==> src/core/fcef_defs.svh <==
// Offsets, field positions and reset values of the flash config slice
`ifndef FCEF_DEFS_SVH
`define FCEF_DEFS_SVH

// ==========================================================
// Register offsets
`define FCEF_OFS_INDEX 8'h02
`define FCEF_OFS_RSV 8'h03
`define FCEF_OFS_CFG 8'h04
`define FCEF_OFS_ERRCFG 8'h05
`define FCEF_OFS_STAT 8'h06
`define FCEF_OFS_ERRSTAT 8'h07
`define FCEF_OFS_IRQSTAT 8'h08
`define FCEF_OFS_IRQMASK 8'h09

// ==========================================================
// Field positions
`define FCEF_CFG_COMPLETION_IRQ_ENABLE 7
`define FCEF_CFG_SINGLE_FAULT_IGNORE 4
`define FCEF_CFG_DFFORCE 1
`define FCEF_CFG_SFFORCE 0
`define FCEF_ERRCFG_DFIE 1
`define FCEF_ERRCFG_SFIE 0
`define FCEF_STAT_CCF 7
`define FCEF_ERR_DF 1
`define FCEF_ERR_SF 0
`define FCEF_IRQ_CC 0
`define FCEF_IRQ_SF 1
`define FCEF_IRQ_DF 2

// ==========================================================
// Reset values and masks
`define FCEF_INDEX_RST 3'h0
`define FCEF_CFG_WMASK 8'h93
`define FCEF_IRQMASK_RST 3'h7
`define FCEF_RDATA_ZERO 8'h00

`endif

==> src/core/fcef_pkg.sv <==
// Types shared by the flash config slice and its users
`default_nettype none
package fcef_pkg;

  // Register port request
  typedef struct packed {
    logic [7:0] addr;
    logic [7:0] wdata;
    logic wr;
    logic rd;
  } fcef_bus_req_t;

  // One CPU array read with its genuine ECC result
  typedef struct packed {
    logic read;
    logic sglFault;
    logic dblFault;
  } fcef_arr_rd_t;

  // Whole state of the register slice
  typedef struct packed {
    logic [2:0] wordSel;
    logic completion_irq_enable;
    logic single_fault_ignore;
    logic dfForce;
    logic sfForce;
    logic dfIrqEn;
    logic sfIrqEn;
    logic ccFlag;
    logic sfFlag;
    logic dfFlag;
    logic [2:0] irqMask;
    logic [7:0] rdata;
    logic irq;
    logic cmdLaunch;
    logic eccCapture;
  } fcef_state_t;

endpackage : fcef_pkg
`default_nettype wire

==> src/core/fcef_regs.sv <==
// Index, reserved and fault-inject configuration registers of a flash
//
// Contract
// (RULE1) Index field selects command parameter word
// (RULE2) Index resets zero, upper bits read zero
// (RULE3) Reserved test register reads zero, ignores writes
// (RULE4) Config: only four bits writable, rest zero
// (RULE5) Completion enable requests interrupt on complete
// (RULE6) Ignore control suppresses single fault reporting
// (RULE7) Double force sets double flag each read
// (RULE8) Otherwise double flag only on real fault
// (RULE9) Forced double leaves capture unless genuine
// (RULE10) Single force sets single flag each read
// (RULE11) Otherwise single flag only on real fault
// (RULE12) Forced single leaves capture unless genuine
// (RULE13) Force controls persist until software clears
// (RULE14) Forcing applies to CPU array reads
// (RULE15) Complete flag high idle, write one launches
// (RULE16) Double fault interrupt enable at bit one
// (RULE17) Single fault interrupt enable at bit zero
// (RULE18) Config bits reset to zero
`include "fcef_defs.svh"
`default_nettype none

module fcef_regs #(
  parameter int ADDR_W = 8
) (
  input wire logic ref_clk,
  input wire logic srst,
  input wire fcef_pkg::fcef_bus_req_t busReq,
  output logic [7:0] rdata,
  input wire fcef_pkg::fcef_arr_rd_t arrRead,
  input wire logic cmdDone,
  output logic cmdLaunch,
  output logic [2:0] wordSel,
  output logic eccCapture,
  output logic irq
);
  import fcef_pkg::*;

  // ==========================================================
  // Elaboration check
  generate
    if (ADDR_W != 8) begin : g_bad_addr
      $error("fcef_regs: ADDR_W must be 8");
    end
  endgenerate

  fcef_state_t s_q;
  fcef_state_t s_d;
  logic sfEvt;
  logic dfEvt;
  logic [2:0] pend;

  // ==========================================================
  // Next state
  always_comb begin
    s_d = s_q;
    s_d.rdata = `FCEF_RDATA_ZERO;
    s_d.cmdLaunch = 1'b0;

    // Read decode on the current state; data shows one cycle later
    if (busReq.rd) begin
      if (busReq.addr == `FCEF_OFS_INDEX) begin
        s_d.rdata = {5'h00, s_q.wordSel}; // RULE2
      end else if (busReq.addr == `FCEF_OFS_RSV) begin
        s_d.rdata = `FCEF_RDATA_ZERO; // RULE3
      end else if (busReq.addr == `FCEF_OFS_CFG) begin
        s_d.rdata[`FCEF_CFG_COMPLETION_IRQ_ENABLE] = s_q.completion_irq_enable; // RULE4
        s_d.rdata[`FCEF_CFG_SINGLE_FAULT_IGNORE] = s_q.single_fault_ignore;
        s_d.rdata[`FCEF_CFG_DFFORCE] = s_q.dfForce;
        s_d.rdata[`FCEF_CFG_SFFORCE] = s_q.sfForce;
      end else if (busReq.addr == `FCEF_OFS_ERRCFG) begin
        s_d.rdata[`FCEF_ERRCFG_DFIE] = s_q.dfIrqEn;
        s_d.rdata[`FCEF_ERRCFG_SFIE] = s_q.sfIrqEn;
      end else if (busReq.addr == `FCEF_OFS_STAT) begin
        s_d.rdata[`FCEF_STAT_CCF] = s_q.ccFlag;
      end else if (busReq.addr == `FCEF_OFS_ERRSTAT) begin
        s_d.rdata[`FCEF_ERR_DF] = s_q.dfFlag;
        s_d.rdata[`FCEF_ERR_SF] = s_q.sfFlag;
      end else if (busReq.addr == `FCEF_OFS_IRQSTAT) begin
        s_d.rdata[`FCEF_IRQ_CC] = s_q.ccFlag;
        s_d.rdata[`FCEF_IRQ_SF] = s_q.sfFlag;
        s_d.rdata[`FCEF_IRQ_DF] = s_q.dfFlag;
      end else if (busReq.addr == `FCEF_OFS_IRQMASK) begin
        s_d.rdata = {5'h00, s_q.irqMask};
      end
    end

    // Writes; reserved register and unmapped offsets fall through
    if (busReq.wr) begin
      if (busReq.addr == `FCEF_OFS_INDEX) begin
        s_d.wordSel = busReq.wdata[2:0]; // RULE1
      end else if (busReq.addr == `FCEF_OFS_CFG) begin
        s_d.completion_irq_enable = busReq.wdata[`FCEF_CFG_COMPLETION_IRQ_ENABLE]; // RULE4
        s_d.single_fault_ignore = busReq.wdata[`FCEF_CFG_SINGLE_FAULT_IGNORE];
        s_d.dfForce = busReq.wdata[`FCEF_CFG_DFFORCE]; // RULE13
        s_d.sfForce = busReq.wdata[`FCEF_CFG_SFFORCE]; // RULE13
      end else if (busReq.addr == `FCEF_OFS_ERRCFG) begin
        s_d.dfIrqEn = busReq.wdata[`FCEF_ERRCFG_DFIE]; // RULE16
        s_d.sfIrqEn = busReq.wdata[`FCEF_ERRCFG_SFIE]; // RULE17
      end else if (busReq.addr == `FCEF_OFS_STAT) begin
        // Launch only from idle; a second launch while busy is dropped
        if (busReq.wdata[`FCEF_STAT_CCF] && s_q.ccFlag) begin
          s_d.ccFlag = 1'b0; // RULE15
          s_d.cmdLaunch = 1'b1;
        end
      end else if (busReq.addr == `FCEF_OFS_ERRSTAT) begin
        if (busReq.wdata[`FCEF_ERR_DF]) begin
          s_d.dfFlag = 1'b0;
        end
        if (busReq.wdata[`FCEF_ERR_SF]) begin
          s_d.sfFlag = 1'b0;
        end
      end else if (busReq.addr == `FCEF_OFS_IRQSTAT) begin
        if (busReq.wdata[`FCEF_IRQ_DF]) begin
          s_d.dfFlag = 1'b0;
        end
        if (busReq.wdata[`FCEF_IRQ_SF]) begin
          s_d.sfFlag = 1'b0;
        end
      end else if (busReq.addr == `FCEF_OFS_IRQMASK) begin
        s_d.irqMask = busReq.wdata[2:0];
      end
    end

    // Completion from the command engine
    if (cmdDone && !s_q.ccFlag) begin
      s_d.ccFlag = 1'b1; // RULE15
    end

    // Fault events after the clears, so a set never gets lost
    sfEvt = arrRead.read && !s_q.single_fault_ignore &&
            (s_q.sfForce || arrRead.sglFault); // RULE6 RULE10 RULE11
    dfEvt = arrRead.read &&
            (s_q.dfForce || arrRead.dblFault); // RULE7 RULE8 RULE14
    if (sfEvt) begin
      s_d.sfFlag = 1'b1;
    end
    if (dfEvt) begin
      s_d.dfFlag = 1'b1;
    end

    // Capture follows only genuine faults, never a forced one
    s_d.eccCapture = arrRead.read && (arrRead.dblFault ||
                     (arrRead.sglFault && !s_q.single_fault_ignore)); // RULE9 RULE12

    // Interrupt uses next flags so it rises with the flag itself
    pend[0] = s_d.completion_irq_enable && s_d.ccFlag; // RULE5
    pend[1] = s_d.sfIrqEn && s_d.sfFlag; // RULE17
    pend[2] = s_d.dfIrqEn && s_d.dfFlag; // RULE16
    s_d.irq = |(pend & s_d.irqMask);
  end

  // ==========================================================
  // State register
  always_ff @(posedge ref_clk) begin
    if (srst) begin
      s_q <= '0; // RULE18
      s_q.wordSel <= `FCEF_INDEX_RST; // RULE2
      s_q.ccFlag <= 1'b1;
      s_q.irqMask <= `FCEF_IRQMASK_RST;
    end else begin
      s_q <= s_d;
    end
  end

  assign rdata = s_q.rdata;
  assign cmdLaunch = s_q.cmdLaunch;
  assign wordSel = s_q.wordSel;
  assign eccCapture = s_q.eccCapture;
  assign irq = s_q.irq;
endmodule // fcef_regs
`default_nettype wire

==> config.mk <==
export PLATFORM = sky130hd
export DESIGN_NAME = fcef_regs
export DESIGN_NICKNAME = d
export VERILOG_FILES = /design/src/core/fcef_pkg.sv /design/src/core/fcef_regs.sv
export VERILOG_INCLUDE_DIRS = /design/src /design/src/core
export SDC_FILE = /design/constraint.sdc
export NUM_CORES = 1
export LEC_CHECK = 0
export ABC_CLOCK_PERIOD_IN_PS = 1980
export BUFFER_PORTS_ARGS = -buffer_cell sky130_fd_sc_hd__buf_2
export CAP_MARGIN = 15
export CORE_UTILIZATION = 46
export DETAILED_ROUTE_END_ITERATION = 10
export PLACE_DENSITY = 0.73
export RECOVER_POWER = 100
export SLEW_MARGIN = 5
export SYNTH_ARGS = -nofsm -noshare
export SYNTH_HDL_FRONTEND = slang
export SYNTH_SLANG_ARGS = --single-unit
==> constraint.sdc <==
create_clock -name ref_clk -period 1.98 [get_ports ref_clk]
set_input_delay 0.198 -clock ref_clk [delete_from_list [all_inputs] [get_ports ref_clk]]
set_output_delay 0.198 -clock ref_clk [all_outputs]
set_load 0.1 [all_outputs]
* Yosys cells after proc, flatten, opt, wreduce, memory -nomap -nowiden
Index checks and enable logic that the tools add are counted.
Operators by class: mux-type cells 52, bitwise logic cells 5, equal/unequal tests 8, reduce and logical (&&, ||, !) cells 22
Operator list (number):
- 8-bit two-way mux | 9
- 3-bit two-way mux | 14
- 8-bit by 3-bit == test with 1-bit output, second input constant | 4
- 12-bit two-way mux | 2
- 6-bit two-way mux | 3
- 8-bit by 2-bit == test with 1-bit output, second input constant | 2
- 8-bit by 4-bit == test with 1-bit output, second input constant | 2
- 1-bit two-way mux | 14
- 2-bit two-way mux | 6
- 1-bit logical AND | 10
- 5-bit two-way mux | 2
- 9-bit OR reduction | 1
- 7-bit two-way mux | 1
- 6-bit OR reduction | 1
- 4-bit two-way mux | 1
- 1-bit NOT | 4
- 4-bit OR reduction | 1
- 3-bit AND | 1
- 1-bit logical OR | 3
- 3-bit AND reduction | 1
- 3-bit OR reduction | 1
- 1-bit zero test | 2
- 2-bit AND reduction | 1
- 2-bit OR reduction | 1
Word-level totals: logic and storage cells 104, register bits after elaboration 26, output and inout bits 14, input port bits 24

* Depth between registers and ports, before layout
Gate-level depths: netlist of run 1.
depth in word-level cells 24, depth in mapped cells 6, mapped depth without buffers 5

* Worst setup path before layout of run 1
No wires, ideal clock.
path kind input port to flip-flop, start point input busReq[15] (netlist bit), end point register s_q (netlist bit irq), arrival time 1.837 ns, stages on the path 5, buffers on the path 0, setup time 0.073 ns, path slack 0.070 ns, required time 1.907 ns, path through nor4_1 -> nand4_1 -> mux2i_1 -> or4_1 -> o211ai_2
On the way: cells in the longest elaborated chain, start to end 12, elaborated cells on any way between the ends 28, classes of those cells eq/ne: 7; mux: 16; bitwise: 1; reduce/logical: 4
Ends and longest elaborated chain:
- start, declared | line fcef_regs.sv:30 | input wire fcef_pkg::fcef_bus_req_t busReq,
- 8-bit by 4-bit == test with 1-bit output (no line)
- 2-bit two-way mux | line fcef_regs.sv:115 | end else if (busReq.addr == `FCEF_OFS_IRQSTAT) begin
- 2-bit two-way mux | line fcef_regs.sv:108 | end else if (busReq.addr == `FCEF_OFS_ERRSTAT) begin
- 5-bit two-way mux | line fcef_regs.sv:102 | end else if (busReq.addr == `FCEF_OFS_STAT) begin
- 6-bit two-way mux | line fcef_regs.sv:99 | end else if (busReq.addr == `FCEF_OFS_ERRCFG) begin
- 8-bit two-way mux | line fcef_regs.sv:94 | end else if (busReq.addr == `FCEF_OFS_CFG) begin
- 12-bit two-way mux (*) | line fcef_regs.sv:92 | if (busReq.addr == `FCEF_OFS_INDEX) begin
- 12-bit two-way mux (*) | line fcef_regs.sv:91 | if (busReq.wr) begin
- 1-bit two-way mux, on equally long branches | line fcef_regs.sv:137, fcef_regs.sv:140
- 1-bit logical AND, on equally long branches | line fcef_regs.sv:150, fcef_regs.sv:151
- 3-bit AND (*) | line fcef_regs.sv:152 | s_d.irq = |(pend & s_d.irqMask);
- 3-bit OR reduction (*) | line fcef_regs.sv:152
- end, declared | line fcef_regs.sv:49 | fcef_state_t s_q;
Every way passes the cells marked *; elsewhere a longest branch is shown, timed or not. A chain may end at the register's enable or synchronous reset.

* Worst setup path in the final report of run 1
start point input busReq[14] (netlist bit), end point register wordSel[1] (netlist name)
On the way: cells in the longest elaborated chain, start to end 2
Ends and longest elaborated chain:
- 8-bit by 2-bit == test with 1-bit output (no line)
- 2-bit AND reduction (no line)
No other way between the ends.

==> results of run 1 <==
## flip-flops by register name, indices dropped and copies added (netlist names)
name,count
s_q,12
rdata,5
wordSel,3
cmdLaunch,1
eccCapture,1
irq,1
## routing by layer
layer / up-vias / GRT usage, % / routed length, µm
met4: 0 / 8.333 / 37
met3: 5 / 4.372 / 207
li1: 570 / - / -
met1: 517 / 28.07 / 1208
met2: 47 / 36.14 / 1322
met5: - / 0 / 0
## final cells by class
type / count / area, µm² / share of cell area (%)
Clock buffer: 3 / 22.52 / 1.611
Clock inverter: 1 / 5.005 / 0.3581
Inverter: 3 / 11.26 / 0.8057
Multi-Input combinational cell: 107 / 684.4 / 48.97
Sequential cell: 23 / 460.4 / 32.95
Tap cell: 30 / 37.54 / 2.686
Timing Repair Buffer: 36 / 176.4 / 12.62
## worst reg2reg max path, delay by kind of cell, from the launching register on
family / cells / cell delay, ns
AOI/OAI and AO/OA: 3 / 0.68
DFF: 1 / 0.36
and+or+nand+nor: 1 / 0.10
## cell usage in the layout (no fill, tap or decap), types with 2 or more instances in the layout
cell	n
buf_4	3
nor4_1	3
mux2i_1	12
clkbuf_4	3
nor2b_1	3
nand3_1	9
buf_2	19
nand2_1	9
nor2_1	11
or4_1	2
clkbuf_1	9
o21ai_0	3
dfxtp_1	23
nand4_1	3
clkbuf_2	5
nor3b_1	3
nand2b_1	11
a21oi_1	12
inv_1	3
conb_1	3
nor3_1	3
## stage by stage
stage	hold WS, ns	instance area (µm²)	setup WS, ns
2_1_floorplan	0.3389	1295	0.07027
5_1_grt	0.1192	1398	0.1813
4_1_cts	0.1022	1429	0.3815
3_5_place_dp	0.4453	1401	0.05139
6_report	0.1076	1398	0.2442
3_3_place_gp	0.4286	1401	0.07010
## final timing paths
check                                             start                      end  slack (ns)  cells past startpoint
worst min register to register  wordSel[2]$_SDFFE_PP0P_  wordSel[2]$_SDFFE_PP0P_        0.48                      2
worst min-delay path                          busReq[6]     s_q[21]$_SDFFE_PP0P_        0.11                      3
worst max-delay path                         busReq[14]  wordSel[1]$_SDFFE_PP0P_        0.24                      8
worst max register to register     s_q[19]$_SDFFE_PP0P_           irq$_SDFF_PP0_        0.73                      4
## power groups by stage
stage          clock, mW  sequential, mW  combinational (mW)
6_report           0.217           0.470               0.128
5_1_grt            0.251           0.471               0.139
4_1_cts            0.227           0.470               0.131
3_5_place_dp           0           0.481               0.131
3_3_place_gp           0           0.481               0.129
2_1_floorplan          0           0.488              0.0899
## cells by family after synthesis
kind of cell,after synthesis,share of synthesized area [%]
muxes,13,10.20
and+or+nand+nor,66,30.42
other,1,0.2913
buffers and inverters,23,10.50
AOI/OAI and AO/OA,25,12.83
DFF,23,35.76
==> summary.md, run 1 <==
| Metric | Value |
|---|---|
| Status | complete, no violations |
| HPWL Detailed | 2.167 mm |
| Seq/Total Area, Yosys | 35.76% |
| P_leak | 0.5468 nW |
| Worst setup EP type | flop |
| Die area | 3015 µm² |
| Clock power frac | 26.6% |
| Most frequent cells after synthesis | dfxtp_1 (23), a21oi_1 (12), mux2i_1 (12) |
| Worst setup SP type | input port |
| Routed vias/inst | 5.611 |
| Period utilization | 87.67% |
| VDD IR max | 0.4094 mV |
| Most used DFF post-synth | dfxtp_1 |
| F_max | 576.1 MHz |
| Global-route wire length before repair | 4.650 mm |
| Hold Path Class | input port to flop |
| CTS Buf Count | 3 |
| Port-buffer cells | 31 |
| CP Buf/Inv Count | 3 |
| ANT cells | 0 |
| # nets final | 198 |
| Final setup vio count | 0 |
| Number of DRC markers in iteration 0 | 61 |
| Largest net degree at the start of global routing | 21 |
| Final hold violations | 0 |
| TritonRoute pass-1 iters | 5 |
| Clock Path Buffers | 2 |
| Distinct cells, synth | 42 |
| Syn Std Cell Area | 1287 µm² |
| Post-CTS Setup Bufs | 0 |
| Crit path time final | 1.736 ns |
| Net Sw Frac | 29.01% |
| PwrDens | 583.8 nW/µm² |
| WL/cell | 13.67 µm |
| Syn Area/Cell | 8.526 µm² |
| Top cell type by total area after synthesis | dfxtp_1 |
| Initial Util | 50.15% |
| # IOs | 38 |
| Drt total wl | 2.776 mm |
| Worst-case clock skew | 0.004723 ns |
| Fraction of layout cells with a size suffix above 1 | 19.08% |
| Setup CP Type | input port to flop |
| H-Tree Depth | 1 |
| Post-route ant nets | 0 |
| Final Core Density | 54.43% |
| Number of global-route vias before repair | 1024 |
| Hold Buf Count CTS | 0 |
| Combinational share of power | 15.7% |
| Synth Warn # | 0 |
| Sw Pwr | 0.2367 mW |
| Die Y | 54.91 µm |
| Grt ovf | 0 |
| Design internal power | 0.5791 mW |
| Core Area | 2567 µm² |
| RSZ-0062 raised after global routing | no |
| Required time of the critical path | 2.19 ns |
| Data arrival time of the worst path | 1.95 ns |
| Final std cells w/o fill | 203 |
| Async SR Flop Fraction | 0% |
| Ranking of synthesized cells by area | dfxtp_1 (36%), mux2i_1 (9.3%), buf_4 (6.4%) |
| Total design power | 0.8159 mW |
| CP most frequent cell | nand2_1 |
| GP Congestion | 0.8267 |
| Flop pwr share | 57.7% |
| Post-synth EDFFs | 0 |
| Clk slew on worst S/H paths | 0.12 ns |
| Mapped Cells | 151 |
| Die W | 54.91 µm |
| Root buf cell | clkbuf_4 |
| DRC violations left | 0 |
| Cell Chain, Critical Path | buf_2 > or4_1 > buf_4 > nor4_1 > clkbuf_1 > nand2_1 > nand2_1 > a21oi_1 |
| Core Rows | 18 |
| Resized cells post-CTS | 0 |
| Delay-heaviest family, CP | simple AND/OR/NAND/NOR gates |
| DR vias | 1139 |
| Max-slew violation count | 0 |
| Layout fillers | 278 |
| Worst-margin pin slew | 1.160 ns |
| MaxCap Viol Count | 0 |
| Area grow syn2layout | 8.552% |
| Cell with the most instances after synthesis | dfxtp_1 |
| Clk Latency, worst-skew pair | 0.32 ns |
| Crit-path slowest cell | or4_1 |
| Placed Instances | 199 |
| Rel. slew slack | 22.98% |
| CTS sink cnt | 23 |
| Share of the synthesized area in the top cell type | 35.76% |
| Initial antenna violation count | 0 |
| Synth Register Bits | 23 |
| CP max stage delay | 0.61 ns |
| CTS tree | yes |
| Setup TNS | 0 ns |
| GRT Overall Usage | 21.95% |
| Critical Path Fanout Max | 7 |
No activity file was read; power rests on OpenSTA's default activity.
==> inputs of run 2 (changes only) <==
ABC_CLOCK_PERIOD_IN_PS = 2100   (was 1980)
CORE_UTILIZATION = 50   (was 46)
PLACE_DENSITY = 0.76   (was 0.73)
clock period = 2.1 ns   (was 1.98 ns; I/O delays follow)
==> run 2 against run 1 <==
Effect of this change: hold slack gained 0.020 ns; non-clock buffer count is 2 lower; sequential power shrank 5.5%; utilization increased by 1.6 points; largest power group unchanged; highest routed layer unchanged.
==> summary.md, run 2 (synthesized netlist as in run 1, its figures left out) <==
| Metric | Value |
|---|---|
| GRT Overall Usage | 21.83% (-0.12 points) |
| Largest register by flop count | s_q |
| Delay-heaviest family, CP | buffers and inverters |
| Final hold violations | 0 (unchanged) |
| Sw Pwr | 0.2261 mW (-4.5%) |
| CTS sink cnt | 23 (unchanged) |
| Design internal power | 0.5448 mW (-5.9%) |
| Net Sw Frac | 29.33% (+0.31 points) |
| CTS tree | yes |
| HPWL Detailed | 2.114 mm (-2.5%) |
| DR vias | 1165 (+2.3%) |
| Crit-path slowest cell | clkbuf_1 |
| Clk Latency, worst-skew pair | 0.32 ns (about the same) |
| Hold_sp | cmdDone |
| Crit path time final | 1.786 ns |
| Routed vias/inst | 5.796 (+3.3%) |
| Layout fillers | 249 (-10%) |
| TritonRoute pass-1 iters | 4 (-1) |
| Post-CTS Setup Bufs | 0 (unchanged) |
| Root buf cell | clkbuf_4 |
| F_max | 559.8 MHz |
| Drt total wl | 2.739 mm (-1.3%) |
| Grt ovf | 0 (unchanged) |
| Die W | 52.75 µm (-3.9%) |
| Worst-case clock skew | 0.007957 ns (+0.003234 ns) |
| CTS Buf Count | 3 (unchanged) |
| Die Y | 52.75 µm (-3.9%) |
| MaxCap Viol Count | 0 (unchanged) |
| Required time of the critical path | 1.89 ns (-0.30 ns) |
| Number of global-route vias before repair | 989 (-3.4%) |
| Commonest non-fill, non-tap cells in the layout | dfxtp_1 (23), buf_2 (19), clkbuf_1 (14) |
| Hold Buf Count CTS | 0 (unchanged) |
| H-Tree Depth | 1 (unchanged) |
| Reg2reg path depth | 4 (unchanged) |
| Post-route ant nets | 0 (unchanged) |
| Critical Path Start | wordSel[2]$_SDFFE_PP0P_ |
| Die area | 2782 µm² (-7.7%) |
| ANT cells | 0 (unchanged) |
| CP Buf/Inv Count | 1 (-2) |
| Number of DRC markers in iteration 0 | 31 (-49%) |
| Critical Path Fanout Max | 3 (-4) |
| Period utilization | 85.07% |
| WP depth | 1 (-7) |
| # IOs | 38 (unchanged) |
| Most common cell after layout, fill and taps aside | dfxtp_1 |
| Max-slew violation count | 0 (unchanged) |
| Rel. slew slack | 22.14% (-0.84 points) |
| Fraction of layout cells with a size suffix above 1 | 15.20% (-3.9 points) |
| Data arrival time of the worst path | 1.58 ns (-0.37 ns) |
| Clock power frac | 26.9% (+0.3 points) |
| VDD IR max | 0.3632 mV (-11%) |
| GP Congestion | 0.8456 (+2.3%) |
| Pre-CTS setup slack | 0.1433 ns (+0.09188 ns) |
| Max FFs per register | 12 (unchanged) |
| Final setup vio count | 0 (unchanged) |
| Worst setup SP type | flop |
| Area grow syn2layout | 6.900% |
| Global-route wire length before repair | 4.333 mm (-6.8%) |
| Port-buffer cells | 31 (unchanged) |
| P_leak | 0.5189 nW (-5.1%) |
| Clock Path Buffers | 2 (unchanged) |
| Core Rows | 18 (unchanged) |
| Reg-to-reg startpoint | s_q[19]$_SDFFE_PP0P_ |
| Cell Chain, Critical Path | clkbuf_1 |
| PwrDens | 560.1 nW/µm² (-4.1%) |
| Storage cell area | 460.4 µm² (unchanged) |
| Core Area | 2455 µm² (-4.4%) |
| Hold EP | s_q[16]$_SDFF_PP1_ |
| Setup TNS | 0 ns (unchanged) |
| Hold Path Class | input port to flop |
| Setup CP Type | flop to primary output |
| Area of the multi-input gates | 684.4 µm² (unchanged) |
| Reg2reg end | irq$_SDFF_PP0_ |
| CP max stage delay | 0.88 ns (+0.27 ns) |
| PnR worst setup slack | 0.3135 ns (+0.06930 ns) |
| Initial antenna violation count | 0 (unchanged) |
| FF-to-FF setup slack | 0.80 ns (+0.07 ns) |
| Resized cells post-CTS | 0 (unchanged) |
| Status | complete, no violations |
| Worst-margin pin slew | 1.173 ns (+0.01261 ns) |
| RSZ-0062 raised after global routing | no |
| Clk slew on worst S/H paths | 0.13 ns (about the same) |
| Initial Util | 52.45% (+2.3 points) |
| Largest net degree at the start of global routing | 21 (unchanged) |
| WL/cell | 13.63 µm (-0.35%) |
| Flop pwr share | 57.6% (about the same) |
| Hold depth | 3 (unchanged) |
| Combinational share of power | 15.5% (-0.2 points) |
| # nets final | 196 (-1.0%) |
| Worst setup EP type | primary output |
| DRC violations left | 0 (unchanged) |
## run 2: changes by cell type in the layout (fill, tap and decap cells not counted), sizes merged
cell,previous run,this run
buf,22,20
## run 2: metal layers
metal	up-vias	share of wire, %	global-route usage, %
met2	58	46	35.65
met5	-	0	0
met3	7	7.8	4.058
met1	535	44	26.54
li1	565	-	-
met4	0	2.3	12.28
## run 2: power groups by stage
stage | registers (mW) | logic [mW] | clock network [mW]
after detailed placement | 0.454 | 0.122 | 0
after floorplan | 0.460 | 0.0848 | 0
after global placement | 0.453 | 0.118 | 0
after global routing | 0.445 | 0.128 | 0.226
after CTS | 0.444 | 0.122 | 0.212
final | 0.444 | 0.119 | 0.207
## run 2: worst max path at each step
stage,slack (ns),end
after floorplan,0.18,irq$_SDFF_PP0_
after global placement,0.16,irq$_SDFF_PP0_
after detailed placement,0.14,irq$_SDFF_PP0_
after CTS,0.47,irq$_SDFF_PP0_
after global routing,0.23,wordSel[1]$_SDFFE_PP0P_
final,0.31,wordSel[2]
## run 2: area by class of cell
cell class | count | area share (%)
sequential | 23 | 33.45
multi-input combinational | 107 | 49.73
timing repair buffer | 34 | 11.27
clock buffer | 3 | 1.636
inverter | 3 | 0.8182
tap | 30 | 2.727
clock inverter | 1 | 0.3636
## run 2: tightest hold or removal path, cell delays in order
cell      delay (ns)
buf_2           0.07
mux2i_1         0.07
nand2b_1        0.07
## run 2: stage by stage
stage / area, µm² / instances / hold slack (ns) / total power, mW / utilization [%]
after floorplan: 1295 / 153 / 0.3509 / 0.5450 / -
after CTS: 1414 / 201 / 0.1258 / 0.7776 / 57.59
after detailed placement: 1386 / 197 / 0.4568 / 0.5753 / 56.47
after global routing: 1376 / 201 / 0.1264 / 0.7992 / 56.07
after global placement: 1386 / 197 / 0.4416 / 0.5716 / 56.47
final: 1376 / 201 / 0.1276 / 0.7708 / 56.07
